==> src/hw/pcm_pkg.sv <==
/*
  Constants shared by the PLL tuning and clock mux select block: register
  offsets, configuration word bit positions, reset values and bus responses.
  Assumes a 128-bit configuration word held as four 32-bit register words.
*/
`default_nettype none

package pcm_pkg;

  ////////////////////////////////////////////////////////////////////////////
  // Register map
  localparam int unsigned CFG_BITS   = 128;
  localparam int unsigned CFG_WORDS  = 4;
  localparam logic [7:0]  OFS_CFG0   = 8'h00;
  localparam logic [7:0]  OFS_STATUS = 8'h10;

  ////////////////////////////////////////////////////////////////////////////
  // Bit positions in the configuration word
  localparam int unsigned BIT_MUX_A_LSB                 = 22;
  localparam int unsigned BIT_MUX_B_LSB                 = 46;
  localparam int unsigned BIT_PLL_A_FILTER_CONST        = 20;
  localparam int unsigned BIT_PLL_B_FILTER_CONST        = 44;
  localparam int unsigned BIT_PLL_C_FILTER_CONST_SET1   = 68;
  localparam int unsigned BIT_PLL_C_FILTER_CONST_SET2   = 92;
  localparam int unsigned BIT_PLL_A_PUMP_CURRENT        = 19;
  localparam int unsigned BIT_PLL_B_PUMP_CURRENT        = 43;
  localparam int unsigned BIT_PLL_C_PUMP_CURRENT_SET1   = 67;
  localparam int unsigned BIT_PLL_C_PUMP_CURRENT_SET2   = 91;

  ////////////////////////////////////////////////////////////////////////////
  // Status register bit positions
  localparam int unsigned ST_SET_ACTIVE   = 0;
  localparam int unsigned ST_C_FILTER     = 1;
  localparam int unsigned ST_C_PUMP       = 2;

  ////////////////////////////////////////////////////////////////////////////
  // Reset values and responses
  localparam logic [127:0] RST_CFG     = 128'h0;
  localparam logic [1:0]   RESP_OKAY   = 2'h0;
  localparam logic [1:0]   RESP_SLVERR = 2'h2;

  typedef enum logic [1:0] {
    PCM_SRC_REF   = 2'h0,
    PCM_SRC_PLL_A = 2'h1,
    PCM_SRC_PLL_B = 2'h2,
    PCM_SRC_PLL_C = 2'h3
  } pcm_src_e;

endpackage

`default_nettype wire

==> src/hw/pcm_pin_sync.sv <==
/*
  Three-stage synchroniser with agreement filter for an asynchronous pin.
  Assumes the pin is a slow level; a change counts once stages two and three agree.
*/
`timescale 1ns/10ps
`default_nettype none

module pcm_pin_sync (
  input  wire logic aclk,
  input  wire logic aresetn,
  input  wire logic pin_async,
  output var  logic level
);

  typedef struct packed {
    logic s1;
    logic s2;
    logic s3;
    logic level;
  } pcm_sync_s;

  pcm_sync_s q;
  pcm_sync_s next_q;

  always_comb begin
    next_q    = q;
    next_q.s1 = pin_async;
    next_q.s2 = q.s1;
    next_q.s3 = q.s2;
    if (q.s2 == q.s3) begin
      next_q.level = q.s3;
    end
  end

  always_ff @(posedge aclk) begin
    if (!aresetn) begin
      q <= '0;
    end else begin
      q <= next_q;
    end
  end

  assign level = q.level;
endmodule

`default_nettype wire

==> src/hw/pcm_cfg_regs.sv <==
/*
  Configuration storage and decode for PLL tuning and output muxes A and B,
  reached over an AXI4-Lite slave. Holds the 128-bit configuration word as
  four words and drives the decoded tuning and mux selects from flip-flops.
  Assumes one clock, synchronous active-low reset, an asynchronous set pin.
*/
// The register offsets and register access over AXI4-Lite were left to the implementer.
// Notes on behaviour
// - Mux A bits 23-22, B bits 47-46: 00 ref, 01 PLL A, 10 PLL B, 11 PLL C.
// - Filter bits 20 (A) and 44 (B): clear short 7us, set long 20us.
// - PLL C filter: bit 68 first set, bit 92 second, chosen by set pin.
// - Pump bits 19 (A) and 43 (B): clear 2uA, set 10uA.
// - PLL C pump: bit 67 while set pin low, bit 91 while high.
`timescale 1ns/10ps
`default_nettype none

module pcm_cfg_regs #(
  parameter int unsigned ADDR_W = 8
) (
  input  wire logic              aclk,
  input  wire logic              aresetn,
  input  wire logic [ADDR_W-1:0] awaddr,
  input  wire logic              awvalid,
  output var  logic              awready,
  input  wire logic [31:0]       wdata,
  input  wire logic [3:0]        wstrb,
  input  wire logic              wvalid,
  output var  logic              wready,
  output var  logic [1:0]        bresp,
  output var  logic              bvalid,
  input  wire logic              bready,
  input  wire logic [ADDR_W-1:0] araddr,
  input  wire logic              arvalid,
  output var  logic              arready,
  output var  logic [31:0]       rdata,
  output var  logic [1:0]        rresp,
  output var  logic              rvalid,
  input  wire logic              rready,
  input  wire logic              tuning_set_select_pin,
  output var  pcm_pkg::pcm_src_e mux_a_sel,
  output var  pcm_pkg::pcm_src_e mux_b_sel,
  output var  logic              pll_a_filter_const,
  output var  logic              pll_b_filter_const,
  output var  logic              pll_c_filter_const,
  output var  logic              pll_a_pump_current,
  output var  logic              pll_b_pump_current,
  output var  logic              pll_c_pump_current,
  output var  logic              pll_c_set_active
);

  typedef struct packed {
    logic [127:0]      cfg;
    logic              aw_held;
    logic [ADDR_W-1:0] aw_addr;
    logic              w_held;
    logic [31:0]       w_data;
    logic [3:0]        w_strb;
    logic              awready;
    logic              wready;
    logic              bvalid;
    logic [1:0]        bresp;
    logic              arready;
    logic              rvalid;
    logic [31:0]       rdata;
    logic [1:0]        rresp;
    pcm_pkg::pcm_src_e mux_a;
    pcm_pkg::pcm_src_e mux_b;
    logic              a_filter;
    logic              b_filter;
    logic              c_filter;
    logic              a_pump;
    logic              b_pump;
    logic              c_pump;
    logic              c_set;
    logic              live;
  } pcm_regs_s;

  pcm_regs_s q;
  pcm_regs_s next_q;
  logic      set_active;
  logic      wr_fire;

  ////////////////////////////////////////////////////////////////////////////
  // Set select pin crossing

  pcm_pin_sync u_set_sync (
    .aclk      (aclk),
    .aresetn   (aresetn),
    .pin_async (tuning_set_select_pin),
    .level     (set_active)
  );

  ////////////////////////////////////////////////////////////////////////////
  // Bus slave, storage and decode

  assign wr_fire = q.aw_held && q.w_held && !q.bvalid;

  always_comb begin
    logic [ADDR_W-1:0] ra;
    logic [6:0]        base;
    logic              wmap;
    ra     = araddr;
    base   = 7'h0;
    wmap   = 1'b0;
    next_q = q;
    next_q.live = 1'b1;

    // Address and data are caught independently, in either order
    if (awvalid && q.awready) begin
      next_q.aw_held = 1'b1;
      next_q.aw_addr = awaddr;
    end
    if (wvalid && q.wready) begin
      next_q.w_held = 1'b1;
      next_q.w_data = wdata;
      next_q.w_strb = wstrb;
    end

    if (bvalid && bready) begin
      next_q.bvalid = 1'b0;
    end

    // Configuration changes only here, under a completed bus write
    if (wr_fire) begin
      wmap = (q.aw_addr[ADDR_W-1:4] == '0);
      base = {q.aw_addr[3:2], 5'h0};
      if (wmap) begin
        for (int b = 0; b < 4; b++) begin
          if (q.w_strb[b]) begin
            next_q.cfg[base + 7'(b * 8) +: 8] = q.w_data[b*8 +: 8];
          end
        end
      end
      next_q.aw_held = 1'b0;
      next_q.w_held  = 1'b0;
      next_q.bvalid  = 1'b1;
      next_q.bresp   = wmap ? pcm_pkg::RESP_OKAY : pcm_pkg::RESP_SLVERR;
    end

    next_q.awready = !next_q.aw_held && !next_q.bvalid;
    next_q.wready  = !next_q.w_held && !next_q.bvalid;

    if (rvalid && rready) begin
      next_q.rvalid = 1'b0;
    end
    if (arvalid && q.arready) begin
      next_q.rvalid = 1'b1;
      next_q.rresp  = pcm_pkg::RESP_OKAY;
      next_q.rdata  = 32'h0;
      if (ra[ADDR_W-1:4] == '0) begin
        next_q.rdata = q.cfg[{ra[3:2], 5'h0} +: 32];
      end else if (ra == ADDR_W'(pcm_pkg::OFS_STATUS)) begin
        next_q.rdata[pcm_pkg::ST_SET_ACTIVE] = q.c_set;
        next_q.rdata[pcm_pkg::ST_C_FILTER]   = q.c_filter;
        next_q.rdata[pcm_pkg::ST_C_PUMP]     = q.c_pump;
      end else begin
        next_q.rresp = pcm_pkg::RESP_SLVERR;
      end
    end
    next_q.arready = !next_q.rvalid;

    // Decode of the held word
    next_q.mux_a    = pcm_pkg::pcm_src_e'(q.cfg[pcm_pkg::BIT_MUX_A_LSB +: 2]);
    next_q.mux_b    = pcm_pkg::pcm_src_e'(q.cfg[pcm_pkg::BIT_MUX_B_LSB +: 2]);
    next_q.a_filter = q.cfg[pcm_pkg::BIT_PLL_A_FILTER_CONST];
    next_q.b_filter = q.cfg[pcm_pkg::BIT_PLL_B_FILTER_CONST];
    next_q.a_pump   = q.cfg[pcm_pkg::BIT_PLL_A_PUMP_CURRENT];
    next_q.b_pump   = q.cfg[pcm_pkg::BIT_PLL_B_PUMP_CURRENT];
    // PLL C follows the pin with no register action
    next_q.c_set    = set_active;
    next_q.c_filter = set_active ? q.cfg[pcm_pkg::BIT_PLL_C_FILTER_CONST_SET2]
                                 : q.cfg[pcm_pkg::BIT_PLL_C_FILTER_CONST_SET1];
    next_q.c_pump   = set_active ? q.cfg[pcm_pkg::BIT_PLL_C_PUMP_CURRENT_SET2]
                                 : q.cfg[pcm_pkg::BIT_PLL_C_PUMP_CURRENT_SET1];
  end

  always_ff @(posedge aclk) begin
    if (!aresetn) begin
      q         <= '0;
      q.cfg     <= pcm_pkg::RST_CFG;
      q.awready <= 1'b1;
      q.wready  <= 1'b1;
      q.arready <= 1'b1;
    end else begin
      q <= next_q;
    end
  end

  assign awready            = q.awready;
  assign wready             = q.wready;
  assign bvalid             = q.bvalid;
  assign bresp              = q.bresp;
  assign arready            = q.arready;
  assign rvalid             = q.rvalid;
  assign rdata              = q.rdata;
  assign rresp              = q.rresp;
  assign mux_a_sel          = q.mux_a;
  assign mux_b_sel          = q.mux_b;
  assign pll_a_filter_const = q.a_filter;
  assign pll_b_filter_const = q.b_filter;
  assign pll_c_filter_const = q.c_filter;
  assign pll_a_pump_current = q.a_pump;
  assign pll_b_pump_current = q.b_pump;
  assign pll_c_pump_current = q.c_pump;
  assign pll_c_set_active   = q.c_set;
endmodule

`default_nettype wire

==> config.mk <==
export PLATFORM = sky130hd
export DESIGN_NAME = pcm_cfg_regs
export DESIGN_NICKNAME = d
export VERILOG_FILES = /design/src/hw/pcm_pkg.sv /design/src/hw/pcm_pin_sync.sv /design/src/hw/pcm_cfg_regs.sv
export SDC_FILE = /design/constraint.sdc
export NUM_CORES = 1
export LEC_CHECK = 0
export BUFFER_PORTS_ARGS = -buffer_cell sky130_fd_sc_hd__clkbuf_2
export CORE_MARGIN = 2
export CORE_UTILIZATION = 55
export CTS_CLUSTER_DIAMETER = 30
export DETAILED_ROUTE_END_ITERATION = 6
export GPL_TIMING_DRIVEN = 0
export PLACE_DENSITY_LB_ADDON = 0.25
export SETUP_SLACK_MARGIN = 0.4
export SYNTH_ARGS = -nofsm -noshare
export SYNTH_HDL_FRONTEND = slang
export SYNTH_HIERARCHICAL = 1
export SYNTH_SLANG_ARGS = --single-unit
==> constraint.sdc <==
create_clock -name aclk -period 3.1 [get_ports aclk]
set_input_delay 0.31 -clock aclk [delete_from_list [all_inputs] [get_ports aclk]]
set_output_delay 0.31 -clock aclk [all_outputs]
set_load 0.02 [all_outputs]
## Word level (Yosys, flattened, before mapping)

Index checks and enable logic that the tools add are counted.

| word-level totals | value |
|---|---|
| bits in registers | 230 |
| logic and storage cells | 92 |

| operators by class | value |
|---|---|
| $add $sub $neg | 7 |
| equal/unequal tests | 2 |
| shifts and indexed selects | 9 |
| multiplexer cells | 30 |
| reductions and logical operators | 17 |

Operators with widths:

| operator | number |
|---|---|
| 128-bit 2-to-1 mux | 10 |
| 128-bit bitwise mux | 4 |
| 8-bit by 9-bit variable shift with 128-bit output, first input constant | 4 |
| 8-bit by 9-bit indexed part select with 128-bit output | 4 |
| 128-bit by 8-bit indexed part select with 32-bit output | 1 |
| 37-bit 2-to-1 mux | 1 |
| 7-bit negator with 9-bit output | 4 |
| 35-bit 2-to-1 mux | 1 |
| 29-bit 2-to-1 mux | 1 |
| 7-bit by 5-bit adder with 7-bit output, second input constant | 2 |
| 1-bit logical AND | 9 |
| 3-bit 2-to-1 mux | 3 |
| 9-bit 2-to-1 mux | 1 |
| 8-bit by 5-bit equality test with 1-bit output, second input constant | 1 |
| 4-bit zero test | 2 |
| 7-bit by 4-bit adder with 7-bit output, second input constant | 1 |
| 1-bit 2-to-1 mux | 6 |
| 2-bit 2-to-1 mux | 3 |
| 1-bit zero test | 5 |
| 2-bit AND reduction | 1 |
| 1-bit equality test | 1 |

## Longest topological paths before layout

| logic depth | value |
|---|---|
| depth after elaboration | 16 |
| depth in mapped cells | 8 |
| mapped depth without buffers | 6 |

## Hierarchy

Netlist, hierarchy kept.

By module, submodules not included:

| module | instances | cells each | area each (um^2) |
|---|---|---|---|
| pcm_cfg_regs | 1 | 1009 | 9404.0 |
| pcm_pin_sync | 1 | 10 | 116.4 |

## Least setup slack after synthesis

No wires, ideal clock.

| path | value |
|---|---|
| kind | reg-to-reg |
| start | register q[92] (netlist name) |
| end | register q[100] (netlist name) |
| stages on the path, launching flop included | 8 |
| data arrival time | 1593 ps |
| setup slack | 1390 ps |
| required time | 2984 ps |
| cells stage by stage | dfxtp_1 > inv_1 > ha_1 > buf_2 > and3_2 > clkbuf_2 > buf_4 > a31o_2 |

| on the way | value |
|---|---|
| cells in the longest elaborated chain, start to end | 16 |
| elaborated cells on any way between the ends | 29 |
| those cells by class | add/sub: 7; shift: 8; mux: 14 |

RTL lines:

| element | RTL line | text |
|---|---|---|
| from (decl) | pcm_cfg_regs.sv:78 | `pcm_regs_s q;` |
| from (signal assigned) | pcm_cfg_regs.sv:185 | `q <= next_q;` |
| branches (longest 15 deep; another with 7-bit negator with 9-bit output) | -- |  |
| 128-bit 2-to-1 mux (*) | pcm_cfg_regs.sv:129 | `if (q.w_strb[b]) begin` |

Mark *: on every way between the ends. The select of a mux whose other input is x is not followed.
A chain may end at the register's enable or synchronous reset.

## Final worst setup path

| path | value |
|---|---|
| start | register q[92] (netlist name) |
| end | register q[136] (netlist name) |

Same word-level chain as after synthesis.

==> impl_metrics.yaml <==
detailed_routing:
  ant_nets: 0
  finalWirelength_um: 25360
  drtIter0Drc: 622
  avgRoutedWirePerCell_um: 17.81
  drc_errors: 1
  num_vias: 7950
  dr.pass1.iters: 7
  routed_via_density: 5.583
power:
  p_leak_uw: 0.004941
  ir_worst_vdd_v: 0.0005151
  powerDensity_nw_per_um2: 669.9
global_routing:
  grt_pass1_wl_um: 40180
  grtUsageTotal_pct: 28.21
  grt_start_max_net_pins: 13
  grt_overflow: 0
  grt_pass1_vias: 7764
  antenna_found_initial: 0
synthesis:
  syn_area_um2: 9520
  ys_types: 45
  synth-edff-count: 0
  async_reset_ff_share_pct: 0
  synth-seq-cells: 226
  yosysMostFrequentCell: "nand2_1"
  yosysSeqAreaShare_pct: 47.52
  synth_ff_type: "dfxtp_1"
  avgSynthCellArea_um2: 9.343
  synthTopCellsByArea: "dfxtp_1 48%, nand2_1 11%, mux4_2 6.9%"
  yosysTopAreaCellShare_pct: 47.52
  synth_commonest_cells: "267 x nand2_1, 226 x dfxtp_1, 75 x nand3_1"
  synthCells: 1019
  synth.largest_area_cell: "dfxtp_1"
  yosysWarnings: 6
die:
  start_util_pct: 55.62
  core_area_um2: 17120
  fp.dieArea_um2: 18380
  num_io_pins: 112
  fp-row-count: 48
  die_w_um: 135.6
  die_h_um: 135.6
critical_path:
  worstSetupStartpointType: "flip-flop"
  critPathArrivalTime_ps: 2610
  worstPathRequired_ps: 3520
  cp_max_fo: 10
  cp_slowest_cell: "dfxtp_1"
  critical_path.top_delay_family: "buffers and inverters"
  critPathBufInv: 3
  crit_chain: "inv_1, ha_1, buf_2, nor2_1, and4_1, buf_1, nand2_1, o21ai_0"
  critical_path_class: "reg -> reg"
  end_kind: "flip-flop"
  cpPeakStageDelay_ps: 490
sta:
  fmax_mhz: 456.9
  worst_pin_slew_ps: 804.9
  maxSlewHeadroom_pct: 46.34
  setup_viol: 0
  finalCriticalPeriod_ps: 2189
  slew_violations: 0
  rsz0062_at_grt: "false"
  timing.final.ws_setup_ps: 911.4
  fin_setup_tns_ps: 0
  hold_violations: 0
  skew_ps: 19.09
  period_share_pct: 70.60
placement:
  place.gp.congestion: 0.8697
  dp_hpwl_um: 17340
  dp_cells: 1351
  dp_slack_ps: 1029
  io_buffer_count: 106
status:
  violations: "DRC"
  status: "finished with violations"
finish:
  fin_nets: 1233
  final_util_pct: 68.55
  diodes: 0
  layout-drive-gt1-share_pct: 24.85
  instances_no_fill: 1424
  area_delta_synth_final_pct: 23.24
clocking:
  cts-root-buf: "clkbuf_16"
  cts_tree: "yes"
  path_clk_slew_ps: 50
  cts.htree.levels: 2
  cts_sinks: 226
  cts_made_buffers: 39
  clock_latency_ps: 530
  clk_path_buf_depth: 3
job:
  drv_cap: 0
min_path:
  hold_class: "in -> reg"
==> tightest hold or removal path, stage by stage <==
cell and delay (ps):
clkbuf_2 80, nand2_1 40, a21boi_0 60
==> cells by family (layout without fill, tap and decap cells) <==
family	Yosys count	count (layout)	share of synthesized area [%]
simple gates	415	415	19.99
flops	226	226	47.52
compound gates	165	165	11.64
buf+inv	121	300	7.294
mux	86	86	12.85
fa+ha+maj	5	5	0.6571
other cells	1	2	0.03939
==> cells in the final DEF (no fill, tap or decap), types with 6 or more instances in the layout <==
master        n
clkinvlp_4    6
and2_1       14
buf_2        12
clkbuf_1     42
mux4_2       29
buf_4        43
inv_1         8
o21ai_0      61
clkbuf_2    108
nand4_1       6
clkbuf_16    40
mux2i_1      57
a22o_1       29
buf_1         8
a21boi_0     42
nand2_1     267
a21oi_1       8
nand3_1      75
inv_6         6
nand3_4       6
a31o_2       16
dfxtp_1     226
nor2_1       20
==> worst paths after layout <==
path | startpoint | endpoint | slack (ps) | cells past startpoint
worst min-delay path | wdata[19] | q[76] | 20 | 3
worst max register to register | q[92] | q[136] | 910 | 8
worst min register to register | u_set_sync/next_q[2] | u_set_sync/next_q[1] | 430 | 1
worst max-delay path | q[92] | q[136] | 910 | 8
==> report_power, final <==
part / total (uW) / switching [uW] / internal (uW)
Sequential: 3010 / 60.1 / 2950
Combinational: 380 / 248 / 133
Clock: 4460 / 1540 / 2930
Total: 7860 / 1840 / 6020
==> stage by stage <==
stage / instance area (um^2) / total power [uW] / hold WS, ps
global placement: 10340 / 3439 / 412.3
finish: 11730 / 7859 / 16.56
global route: 11730 / 8047 / 31.01
CTS: 11730 / 7870 / 6.944
floorplan: 9524 / 3290 / 405.7
detailed placement: 10340 / 3445 / 418.8
==> routing by layer <==
layer  track usage (%)  part of all wire [%]  vias up
li1                  -                     -     3782
met1             36.77                    43     3778
met2             45.88                    47      327
met3             5.125                   6.6       63
met4             12.67                   3.5        0
met5                 0                     0        -
==> flip-flops by register name, indices dropped and copies added, names as in the netlist, 2 cells and up <==
| signal | flops |
|---|---|
| rdata | 32 |
| next_q | 8 |
| u_set_sync/next_q | 2 |
| q | 164 |
| mux_a_sel | 2 |
| mux_b_sel | 2 |
==> cell type report <==
type	instances	area (um^2)
plain buffers	113	664.4
clock inverters	25	309.0
well taps	225	281.5
multi-input cells	673	4305
repair buffers	107	540.5
inverters	8	30.03
clock buffers	47	1077
fillers	1340	5384
flip-flops and latches	226	4524
==> repair_timing <==
item                      4_1_cts  5_1_grt
hold buffers                    1        0
resized for setup               0        0
setup buffers                   0        0
hold endpoints to repair        1        0
Power figures use the tool's default switching activity.
